--- config.mk ---
export PLATFORM = sky130hd
export DESIGN_NAME = rcr_top
export DESIGN_NICKNAME = d
export VERILOG_FILES = /design/src/rcr_pkg.sv /design/src/rcr_top.sv
export SDC_FILE = /design/constraint.sdc
export NUM_CORES = 1
export LEC_CHECK = 0
export ABC_AREA = 1
export CAP_MARGIN = 20
export CORE_ASPECT_RATIO = 0.9
export CORE_MARGIN = 10
export CORE_UTILIZATION = 30
export DETAILED_ROUTE_END_ITERATION = 8
export DONT_BUFFER_PORTS = 1
export GPL_TIMING_DRIVEN = 0
export SKIP_LAST_GASP = 1
export SLEW_MARGIN = 20
export SYNTH_ARGS = -nofsm -noshare
export SYNTH_HDL_FRONTEND = slang
export SYNTH_SLANG_ARGS = --single-unit
export TNS_END_PERCENT = 1
--- constraint.sdc ---
create_clock -name clk_sys -period 2.78 [get_ports clk_sys]
set_input_delay 0.278 -clock clk_sys [delete_from_list [all_inputs] [get_ports clk_sys]]
set_output_delay 0.278 -clock clk_sys [all_outputs]
set_load 0.01 [all_outputs]
--- src/rcr_pkg.sv ---
// Shared constants and types for the repetition and compare register block.
package rcr_pkg;

	// Byte addresses of the registers on the AXI4-Lite slave.
	localparam logic [7:0] OFS_REPETITION_RELOAD = 8'h30;
	localparam logic [7:0] OFS_CHANNEL1_VALUE    = 8'h34;
	localparam logic [7:0] OFS_CHANNEL2_VALUE    = 8'h38;
	localparam logic [7:0] OFS_CHANNEL_MODE      = 8'h3C;
	localparam logic [7:0] OFS_IRQ_STATUS        = 8'h40;
	localparam logic [7:0] OFS_IRQ_MASK          = 8'h48;

	// Values taken by the registers after reset.
	localparam logic [7:0]  REPETITION_RESET = 8'h00;
	localparam logic [15:0] VALUE_RESET      = 16'h0000;
	localparam logic [3:0]  MODE_RESET       = 4'h0;
	localparam logic [2:0]  IRQ_RESET        = 3'h0;

	// Field positions inside the channel mode register.
	localparam int MODE_CH1_INPUT   = 0;
	localparam int MODE_CH1_PRELOAD = 1;
	localparam int MODE_CH2_INPUT   = 2;
	localparam int MODE_CH2_PRELOAD = 3;

	// Field positions inside the interrupt status and mask registers.
	localparam int IRQ_UPDATE       = 0;
	localparam int IRQ_CH1_CAPTURE  = 1;
	localparam int IRQ_CH2_CAPTURE  = 2;

	// Number of capture/compare channels.
	localparam int CHANNELS = 2;

	// AXI4-Lite response codes.
	localparam logic [1:0] RESP_OKAY   = 2'h0;
	localparam logic [1:0] RESP_SLVERR = 2'h2;

	// Channel mode bits, laid out as in the mode register.
	typedef struct packed {
		logic ch2_preload;
		logic ch2_input;
		logic ch1_preload;
		logic ch1_input;
	} rcr_mode_type;

	// Sticky interrupt flags, laid out as in the status register.
	typedef struct packed {
		logic ch2_capture;
		logic ch1_capture;
		logic update;
	} rcr_irq_type;

endpackage

--- src/rcr_top.sv ---
// Repetition counter and two capture/compare value registers behind AXI4-Lite.
`timescale 1ns/100ps
`default_nettype none

module rcr_top (
	input  wire logic        clk_sys,
	input  wire logic        rst_n,
	input  wire logic [7:0]  s_axi_awaddr,
	input  wire logic        s_axi_awvalid,
	output logic             s_axi_awready,
	input  wire logic [31:0] s_axi_wdata,
	input  wire logic [3:0]  s_axi_wstrb,
	input  wire logic        s_axi_wvalid,
	output logic             s_axi_wready,
	output logic [1:0]       s_axi_bresp,
	output logic             s_axi_bvalid,
	input  wire logic        s_axi_bready,
	input  wire logic [7:0]  s_axi_araddr,
	input  wire logic        s_axi_arvalid,
	output logic             s_axi_arready,
	output logic [31:0]      s_axi_rdata,
	output logic [1:0]       s_axi_rresp,
	output logic             s_axi_rvalid,
	input  wire logic        s_axi_rready,
	input  wire logic [15:0] timer_counter_value,
	input  wire logic        counter_period_event,
	input  wire logic        channel1_capture_event,
	input  wire logic        channel2_capture_event,
	output logic             channel1_output_signal,
	output logic             channel2_output_signal,
	output logic             period_update_event,
	output logic             interrupt_request
);

	// Write address and data are held until both have arrived.
	logic                   aw_held_q;
	logic [7:0]             aw_addr_q;
	logic                   awready_q;
	logic                   w_held_q;
	logic [31:0]            w_data_q;
	logic [3:0]             w_strb_q;
	logic                   wready_q;
	logic                   bvalid_q;
	logic [1:0]             bresp_q;
	// Read channel state.
	logic                   arready_q;
	logic                   rvalid_q;
	logic [31:0]            rdata_q;
	logic [1:0]             rresp_q;
	// Register contents.
	logic [7:0]             repetition_reload_value;
	logic [7:0]             repetition_down_counter;
	rcr_pkg::rcr_mode_type  mode_q;
	rcr_pkg::rcr_irq_type   irq_status_q;
	rcr_pkg::rcr_irq_type   irq_mask_q;
	logic [15:0]            preload_q [rcr_pkg::CHANNELS];
	logic [15:0]            active_q [rcr_pkg::CHANNELS];
	logic [rcr_pkg::CHANNELS-1:0] compare_q;
	logic                   update_q;
	logic                   irq_q;
	// Combinational helpers.
	logic                   do_write;
	logic                   rd_take;
	logic                   update_now;
	logic [31:0]            rd_data;
	logic                   rd_ok;
	logic                   wr_ok;
	logic [rcr_pkg::CHANNELS-1:0] ch_input;
	logic [rcr_pkg::CHANNELS-1:0] ch_preload;
	logic [rcr_pkg::CHANNELS-1:0] ch_capture;
	logic [rcr_pkg::CHANNELS-1:0] ch_write;
	rcr_pkg::rcr_irq_type   irq_events;

	// Merges a write into a 16-bit register under the two low byte strobes.
	function automatic logic [15:0] merge16(input logic [15:0] old_v,
		input logic [31:0] data, input logic [3:0] strb);
		logic [15:0] v;
		v = old_v;
		if (strb[0]) begin
			v[7:0] = data[7:0];
		end
		if (strb[1]) begin
			v[15:8] = data[15:8];
		end
		return v;
	endfunction

	// True when a byte address selects the given register word.
	function automatic logic hits(input logic [7:0] addr, input logic [7:0] ofs);
		return addr[7:2] == ofs[7:2];
	endfunction

	// Outputs are driven straight from their flip-flops.
	assign s_axi_awready          = awready_q;
	assign s_axi_wready           = wready_q;
	assign s_axi_bvalid           = bvalid_q;
	assign s_axi_bresp            = bresp_q;
	assign s_axi_arready          = arready_q;
	assign s_axi_rvalid           = rvalid_q;
	assign s_axi_rdata            = rdata_q;
	assign s_axi_rresp            = rresp_q;
	assign channel1_output_signal = compare_q[0];
	assign channel2_output_signal = compare_q[1];
	assign period_update_event    = update_q;
	assign interrupt_request      = irq_q;

	// A write is carried out once address and data are both held and no
	// response is still waiting to be taken.
	assign do_write = aw_held_q && w_held_q && !bvalid_q;
	assign rd_take  = s_axi_arvalid && arready_q;

	// The update event is gated by the repetition down-counter.
	assign update_now = counter_period_event && (repetition_down_counter == 8'h00);

	// Per-channel views of mode, capture strobes and write hits.
	assign ch_input   = {mode_q.ch2_input, mode_q.ch1_input};
	assign ch_preload = {mode_q.ch2_preload, mode_q.ch1_preload};
	assign ch_capture = {channel2_capture_event, channel1_capture_event};
	assign ch_write   = {do_write && hits(aw_addr_q, rcr_pkg::OFS_CHANNEL2_VALUE),
		do_write && hits(aw_addr_q, rcr_pkg::OFS_CHANNEL1_VALUE)};

	// Events that set sticky interrupt flags; captures count only in input mode.
	assign irq_events.update      = update_now;
	assign irq_events.ch1_capture = channel1_capture_event && mode_q.ch1_input;
	assign irq_events.ch2_capture = channel2_capture_event && mode_q.ch2_input;

	// Write address channel; awready is low while an address is held.
	always_ff @(posedge clk_sys) begin
		if (!rst_n) begin
			aw_held_q <= 1'b0;
			awready_q <= 1'b0;
			aw_addr_q <= 8'h00;
		end else if (do_write) begin
			aw_held_q <= 1'b0;
			awready_q <= 1'b1;
		end else if (s_axi_awvalid && awready_q) begin
			aw_held_q <= 1'b1;
			awready_q <= 1'b0;
			aw_addr_q <= s_axi_awaddr;
		end else begin
			awready_q <= !aw_held_q;
		end
	end

	// Write data channel; taken independently of the address.
	always_ff @(posedge clk_sys) begin
		if (!rst_n) begin
			w_held_q <= 1'b0;
			wready_q <= 1'b0;
			w_data_q <= 32'h0000_0000;
			w_strb_q <= 4'h0;
		end else if (do_write) begin
			w_held_q <= 1'b0;
			wready_q <= 1'b1;
		end else if (s_axi_wvalid && wready_q) begin
			w_held_q <= 1'b1;
			wready_q <= 1'b0;
			w_data_q <= s_axi_wdata;
			w_strb_q <= s_axi_wstrb;
		end else begin
			wready_q <= !w_held_q;
		end
	end

	// Unmapped addresses are refused with SLVERR and change nothing.
	always_comb begin
		wr_ok = hits(aw_addr_q, rcr_pkg::OFS_REPETITION_RELOAD)
			|| hits(aw_addr_q, rcr_pkg::OFS_CHANNEL1_VALUE)
			|| hits(aw_addr_q, rcr_pkg::OFS_CHANNEL2_VALUE)
			|| hits(aw_addr_q, rcr_pkg::OFS_CHANNEL_MODE)
			|| hits(aw_addr_q, rcr_pkg::OFS_IRQ_STATUS)
			|| hits(aw_addr_q, rcr_pkg::OFS_IRQ_MASK);
	end

	// Write response; stands until the master takes it.
	always_ff @(posedge clk_sys) begin
		if (!rst_n) begin
			bvalid_q <= 1'b0;
			bresp_q  <= rcr_pkg::RESP_OKAY;
		end else if (do_write) begin
			bvalid_q <= 1'b1;
			bresp_q  <= wr_ok ? rcr_pkg::RESP_OKAY : rcr_pkg::RESP_SLVERR;
		end else if (bvalid_q && s_axi_bready) begin
			bvalid_q <= 1'b0;
		end
	end

	// Read data multiplexer; reserved bits read as zero.
	always_comb begin
		rd_data = 32'h0000_0000;
		rd_ok   = 1'b1;
		if (hits(s_axi_araddr, rcr_pkg::OFS_REPETITION_RELOAD)) begin
			rd_data[7:0] = repetition_reload_value;
		end else if (hits(s_axi_araddr, rcr_pkg::OFS_CHANNEL1_VALUE)) begin
			rd_data[15:0] = preload_q[0];
		end else if (hits(s_axi_araddr, rcr_pkg::OFS_CHANNEL2_VALUE)) begin
			rd_data[15:0] = preload_q[1];
		end else if (hits(s_axi_araddr, rcr_pkg::OFS_CHANNEL_MODE)) begin
			rd_data[3:0] = mode_q;
		end else if (hits(s_axi_araddr, rcr_pkg::OFS_IRQ_STATUS)) begin
			rd_data[2:0] = irq_status_q;
		end else if (hits(s_axi_araddr, rcr_pkg::OFS_IRQ_MASK)) begin
			rd_data[2:0] = irq_mask_q;
		end else begin
			rd_ok = 1'b0;
		end
	end

	// Read channel; the data is sampled when the address is taken.
	always_ff @(posedge clk_sys) begin
		if (!rst_n) begin
			arready_q <= 1'b0;
			rvalid_q  <= 1'b0;
			rdata_q   <= 32'h0000_0000;
			rresp_q   <= rcr_pkg::RESP_OKAY;
		end else if (rvalid_q && s_axi_rready) begin
			rvalid_q  <= 1'b0;
			arready_q <= 1'b1;
		end else if (rd_take) begin
			arready_q <= 1'b0;
			rvalid_q  <= 1'b1;
			rdata_q   <= rd_data;
			rresp_q   <= rd_ok ? rcr_pkg::RESP_OKAY : rcr_pkg::RESP_SLVERR;
		end else if (!rvalid_q) begin
			arready_q <= 1'b1;
		end
	end

	// Repetition reload value; only the low byte is stored.
	always_ff @(posedge clk_sys) begin
		if (!rst_n) begin
			repetition_reload_value <= rcr_pkg::REPETITION_RESET;
		end else if (do_write && w_strb_q[0]
			&& hits(aw_addr_q, rcr_pkg::OFS_REPETITION_RELOAD)) begin
			repetition_reload_value <= w_data_q[7:0];
		end
	end

	// Repetition down-counter. A new reload value is picked up only when the
	// counter wraps, so software changes never cut a repetition short.
	always_ff @(posedge clk_sys) begin
		if (!rst_n) begin
			repetition_down_counter <= rcr_pkg::REPETITION_RESET;
		end else if (update_now) begin
			repetition_down_counter <= repetition_reload_value;
		end else if (counter_period_event) begin
			repetition_down_counter <= repetition_down_counter - 8'h01;
		end
	end

	// Gated update event, one cycle wide per (reload + 1) counter periods.
	always_ff @(posedge clk_sys) begin
		if (!rst_n) begin
			update_q <= 1'b0;
		end else begin
			update_q <= update_now;
		end
	end

	// Channel mode register.
	always_ff @(posedge clk_sys) begin
		if (!rst_n) begin
			mode_q <= rcr_pkg::MODE_RESET;
		end else if (do_write && w_strb_q[0] && hits(aw_addr_q, rcr_pkg::OFS_CHANNEL_MODE)) begin
			mode_q <= w_data_q[3:0];
		end
	end

	// Interrupt mask register.
	always_ff @(posedge clk_sys) begin
		if (!rst_n) begin
			irq_mask_q <= rcr_pkg::IRQ_RESET;
		end else if (do_write && w_strb_q[0] && hits(aw_addr_q, rcr_pkg::OFS_IRQ_MASK)) begin
			irq_mask_q <= w_data_q[2:0];
		end
	end

	// Sticky status, cleared by reading it; an event in the clearing cycle
	// is kept, so no update or capture is ever lost to a read.
	always_ff @(posedge clk_sys) begin
		if (!rst_n) begin
			irq_status_q <= rcr_pkg::IRQ_RESET;
		end else if (rd_take && hits(s_axi_araddr, rcr_pkg::OFS_IRQ_STATUS)) begin
			irq_status_q <= irq_events;
		end else begin
			irq_status_q <= irq_status_q | irq_events;
		end
	end

	// Level interrupt; lags the status by one cycle so it leaves a flop.
	always_ff @(posedge clk_sys) begin
		if (!rst_n) begin
			irq_q <= 1'b0;
		end else begin
			irq_q <= |(irq_status_q & irq_mask_q);
		end
	end

	// Both channels share one structure; index 0 is channel 1.
	for (genvar i = 0; i < rcr_pkg::CHANNELS; i++) begin : g_chan

		// Preload register: software writes in output mode, captures in input
		// mode. Writes in input mode are dropped, yet still answered OKAY.
		always_ff @(posedge clk_sys) begin
			if (!rst_n) begin
				preload_q[i] <= rcr_pkg::VALUE_RESET;
			end else if (ch_input[i]) begin
				if (ch_capture[i]) begin
					preload_q[i] <= timer_counter_value;
				end
			end else if (ch_write[i]) begin
				preload_q[i] <= merge16(preload_q[i], w_data_q, w_strb_q);
			end
		end

		// Active compare register: direct write without preload, transfer at
		// the gated update with preload. A write and an update in one cycle
		// transfer the value held before the write.
		always_ff @(posedge clk_sys) begin
			if (!rst_n) begin
				active_q[i] <= rcr_pkg::VALUE_RESET;
			end else if (!ch_input[i]) begin
				if (!ch_preload[i] && ch_write[i]) begin
					active_q[i] <= merge16(preload_q[i], w_data_q, w_strb_q);
				end else if (ch_preload[i] && update_now) begin
					active_q[i] <= preload_q[i];
				end
			end
		end

		// Compare result: high while the counter is below the active value.
		always_ff @(posedge clk_sys) begin
			if (!rst_n) begin
				compare_q[i] <= 1'b0;
			end else begin
				compare_q[i] <= timer_counter_value < active_q[i];
			end
		end

	end
endmodule

`default_nettype wire

==> flow_metrics.tcl <==
set metrics [dict create \
    avgRoutedWirePerCell_um 17.5 \
    rsz0062_at_grt "false" \
    yosysUniqueCellTypes 35 \
    fill_cells 2548 \
    startpoint "repetition_down_counter[0]$_SDFFE_PN0P_" \
    synth_area_per_cell_sq_um 7.92 \
    gp_congestion 0.904 \
    arrival_ns 2.56 \
    worstReg2RegStart "repetition_down_counter[0]$_SDFFE_PN0P_" \
    r2r_end "active_q[0][7]$_DFFE_PP_" \
    pwr-share-comb_pct 11.6 \
    die_height_um 169 \
    cpMaxStageDelayCell "dfxtp_1" \
    numCtsBuffers 17 \
    run_status "finished, final reports clean" \
    synth_edf_count 64 \
    clockBufferDepth 2 \
    finClkSkew_ns 0.0123 \
    die-area_sq_um 31500 \
    clock.fmax_ghz 0.410 \
    multi_input_area_sq_um 3200 \
    crit_path_cell_trace "inv_1, ha_1, nand2_2, nor2_4, nand2_4, nor2_4, nand3_4, buf_6, o211ai_1, buf_4" \
    critPathBufInv 3 \
    critical_path_class "flop to flop" \
    endpoint_kind "flop" \
    area_delta_synth_final_pct 15.3 \
    cts_hold_buf 0 \
    ys_seq_area_share_pct 47.0 \
    pwr-share-seq_pct 43.1 \
    drive_above_1_share_pct 9.97 \
    r2r_cells 10 \
    p_sw_uw 1440 \
    setup_viol_count_final 0 \
    syn_inst 940 \
    p_leak_uw 0.00356 \
    max_slew_margin_pct 32.3 \
    synth_area_leaders "edfxtp_1, dfxtp_1, o21ai_0" \
    power_switching_share_pct 25.7 \
    ctsRootBufferMaster "clkbuf_16" \
    port_buffers 0 \
    start_util_pct 30.6 \
    syn_area_sq_um 7450 \
    path_depth 10 \
    slew_viol_final 0 \
    post-route-min-period_ns 2.44 \
    initialDrtViolationCount 727 \
    drc_errors 0 \
    htree_levels 4 \
    synth_common_cells "nand2_1, o21ai_0, inv_1" \
    grt_usage_pct 14.4 \
    die_x_um 186 \
    power.internal_uw 4150 \
    vdd_drop_max_mv 0.440 \
    synthFlopType "dfxtp_1" \
    layout.nets 1089 \
    ys_async_sr_fraction_pct 0 \
    period_share_pct 87.7 \
    worstMarginPinSlew_ns 1.01 \
    rows 54 \
    ys.warnings.count 0 \
    coreArea_sq_um 24300 \
    seq_area_sq_um 3500 \
    post-route-util_pct 35.3 \
    power.share.clock_pct 45.3 \
    crit_path_max_incr_delay_ns 0.31 \
    grt_max_degree 17 \
    cts.sinks 143 \
    hold_viol 0 \
    path_common_cell "nor2_4" \
    io_pins 123 \
    grt_pass1_vias 5932 \
    via_per_inst 4.88 \
    critical-path-top-delay-family "simple AND/OR/NAND/NOR gates" \
    synth_top_area_share_pct 25.8 \
    yosys.area.top_type "edfxtp_1" \
    vias 6355 \
    antenna_found_initial 0 \
    r2r_setup_slack_ns 0.34 \
    power_uw 5590 \
    crit_fanout 10 \
    ys_ff_latch 143 \
    insertedDiodeCount 0 \
    drt_wl_total_um 22800 \
    startpoint_type "flop" \
    postRouteAntennaNets 0 \
    clock_latency_ns 0.43 \
    synth_most_common_cell "nand2_1" \
    grt_pass1_wl_um 34500 \
    clk_pin_slew_worst_paths_ns 0.06 \
    required_ns 2.91 \
    drtPass1Iterations 5 \
    tritoncts "done" \
    maxCapViolCount 0 \
    grt_overflow 0 \
    endpoint "active_q[0][7]$_DFFE_PP_" \
    power_density_nw_per_um2 651 \
    hpwl_um 17400 \
    min_path_type "input port to flop" \
]
sequential cells by signal, summed over array words and instances (netlist names), 2 cells and up:
name and flops:
ch_input 2, repetition_down_counter 8, s_axi_rdata 16, irq_mask_q 3, w_data_q 16, repetition_reload_value 8, ch_preload 2, w_strb_q 2
preload_q 32, active_q 32, aw_addr_q 6, irq_status_q 3
how the worst min path moves through the flow:
stage | from | endpoint | slack, ns | cells past startpoint
detailed placement | s_axi_wdata[6] | w_data_q[6]$_SDFFE_PN0P_ | 0.45 | 2
floorplan | repetition_reload_value[6]$_SDFFE_PN0P_ | repetition_reload_value[6]$_SDFFE_PN0P_ | 0.44 | 2
finish | s_axi_wdata[6] | w_data_q[6]$_SDFFE_PN0P_ | 0.01 | 2
global placement | s_axi_bready | s_axi_bvalid$_SDFFE_PN0P_ | 0.44 | 3
CTS | s_axi_wdata[6] | w_data_q[6]$_SDFFE_PN0P_ | 0.002 | 2
global route | s_axi_wdata[6] | w_data_q[6]$_SDFFE_PN0P_ | 0.01 | 2
power groups by stage:
| stage | registers [uW] | logic, uW | clock network, uW |
|---|---|---|---|
| 2_1_floorplan | 2420 | 504 | 0 |
| 3_3_place_gp | 2450 | 631 | 0 |
| 3_5_place_dp | 2450 | 642 | 0 |
| 4_1_cts | 2410 | 647 | 2570 |
| 5_1_grt | 2420 | 745 | 2640 |
| 6_report | 2410 | 648 | 2530 |
through the flow:
step	hold slack [ns]	std cells	setup TNS [ns]	setup slack [ns]	instance area (sq um)
after floorplan	0.437	957	0	0.566	7510
after global placement	0.444	1265	-1.92	-0.121	7900
after detailed placement	0.453	1269	0	0.0576	7930
after CTS	0.00198	1301	0	0.0327	8580
after global routing	0.0109	1301	0	0.156	8580
final	0.0113	1301	0	0.342	8580
worst reg2reg max path, cell delays in order (launching register included):
cell and delay [ns]:
dfxtp_1 0.31, inv_1 0.10, ha_1 0.25, nand2_2 0.12, nor2_4 0.23, nand2_4 0.13, nor2_4 0.16, nand3_4 0.16
buf_6 0.21, o211ai_1 0.20, buf_4 0.27
layout make-up:
| class | count | area share, % |
|---|---|---|
| tap | 308 | 4.49 |
| clock buffer | 19 | 5.16 |
| sequential | 143 | 40.8 |
| buffer | 54 | 3.50 |
| multi-input combinational | 624 | 37.3 |
| timing repair buffer | 4 | 0.350 |
| clock inverter | 13 | 2.43 |
| inverter | 136 | 5.95 |
cells in the final DEF, fill, tap and decap left out, types with 2 or more instances in the layout:
| cell type | n |
|---|---|
| nor2_4 | 5 |
| nand2_1 | 168 |
| clkbuf_16 | 17 |
| nand3_1 | 40 |
| o21a_1 | 2 |
| dfxtp_1 | 79 |
| buf_4 | 24 |
| inv_1 | 132 |
| a21oi_1 | 62 |
| clkinv_4 | 2 |
| nor2_1 | 97 |
| o22ai_2 | 9 |
| inv_6 | 2 |
| edfxtp_1 | 64 |
| buf_2 | 11 |
| conb_1 | 18 |
| xnor2_1 | 2 |
| clkinv_1 | 2 |
| nor2_2 | 6 |
| clkinvlp_4 | 2 |
| buf_1 | 3 |
| nand3_2 | 4 |
| nand2_2 | 2 |
| ha_1 | 31 |
| o21ai_0 | 142 |
| nor3_1 | 6 |
| nand4_1 | 9 |
| o22ai_1 | 7 |
| bufinv_16 | 5 |
| inv_2 | 3 |
| clkbuf_1 | 19 |
| a31oi_1 | 5 |
| o211ai_1 | 4 |
routing by layer:
layer / part of all wire, % / global-route usage [%] / vias up
met3: 8.3 / 3.25 / 27
met4: 1.8 / 5.04 / 0
met5: 0 / 0 / -
li1: - / - / 3157
met2: 46 / 22.2 / 239
met1: 44 / 19.3 / 2932
repair_timing:
| action | 4_1_cts | 5_1_grt |
|---|---|---|
| resized for setup | 0 | 1 |
| endpoints found under the hold margin | 0 | 0 |
| setup endpoints to repair | 0 | 16 |
| buffers inserted | 0 | 0 |
cells by family (layout without fill, tap and decap cells):
kind of cell / after synthesis / after routing / share of synthesized area (%)
AND/OR/NAND/NOR: 340 / 340 / 19.6
buffers and inverters: 190 / 226 / 10.9
flip-flops: 143 / 143 / 47.0
adder cells (fa/ha/maj): 31 / 31 / 5.21
other: 1 / 18 / 0.0504
XOR/XNOR: 2 / 2 / 0.235
AO/OA/AOI/OAI: 233 / 233 / 17.0
(Power assumes the default switching activity.)
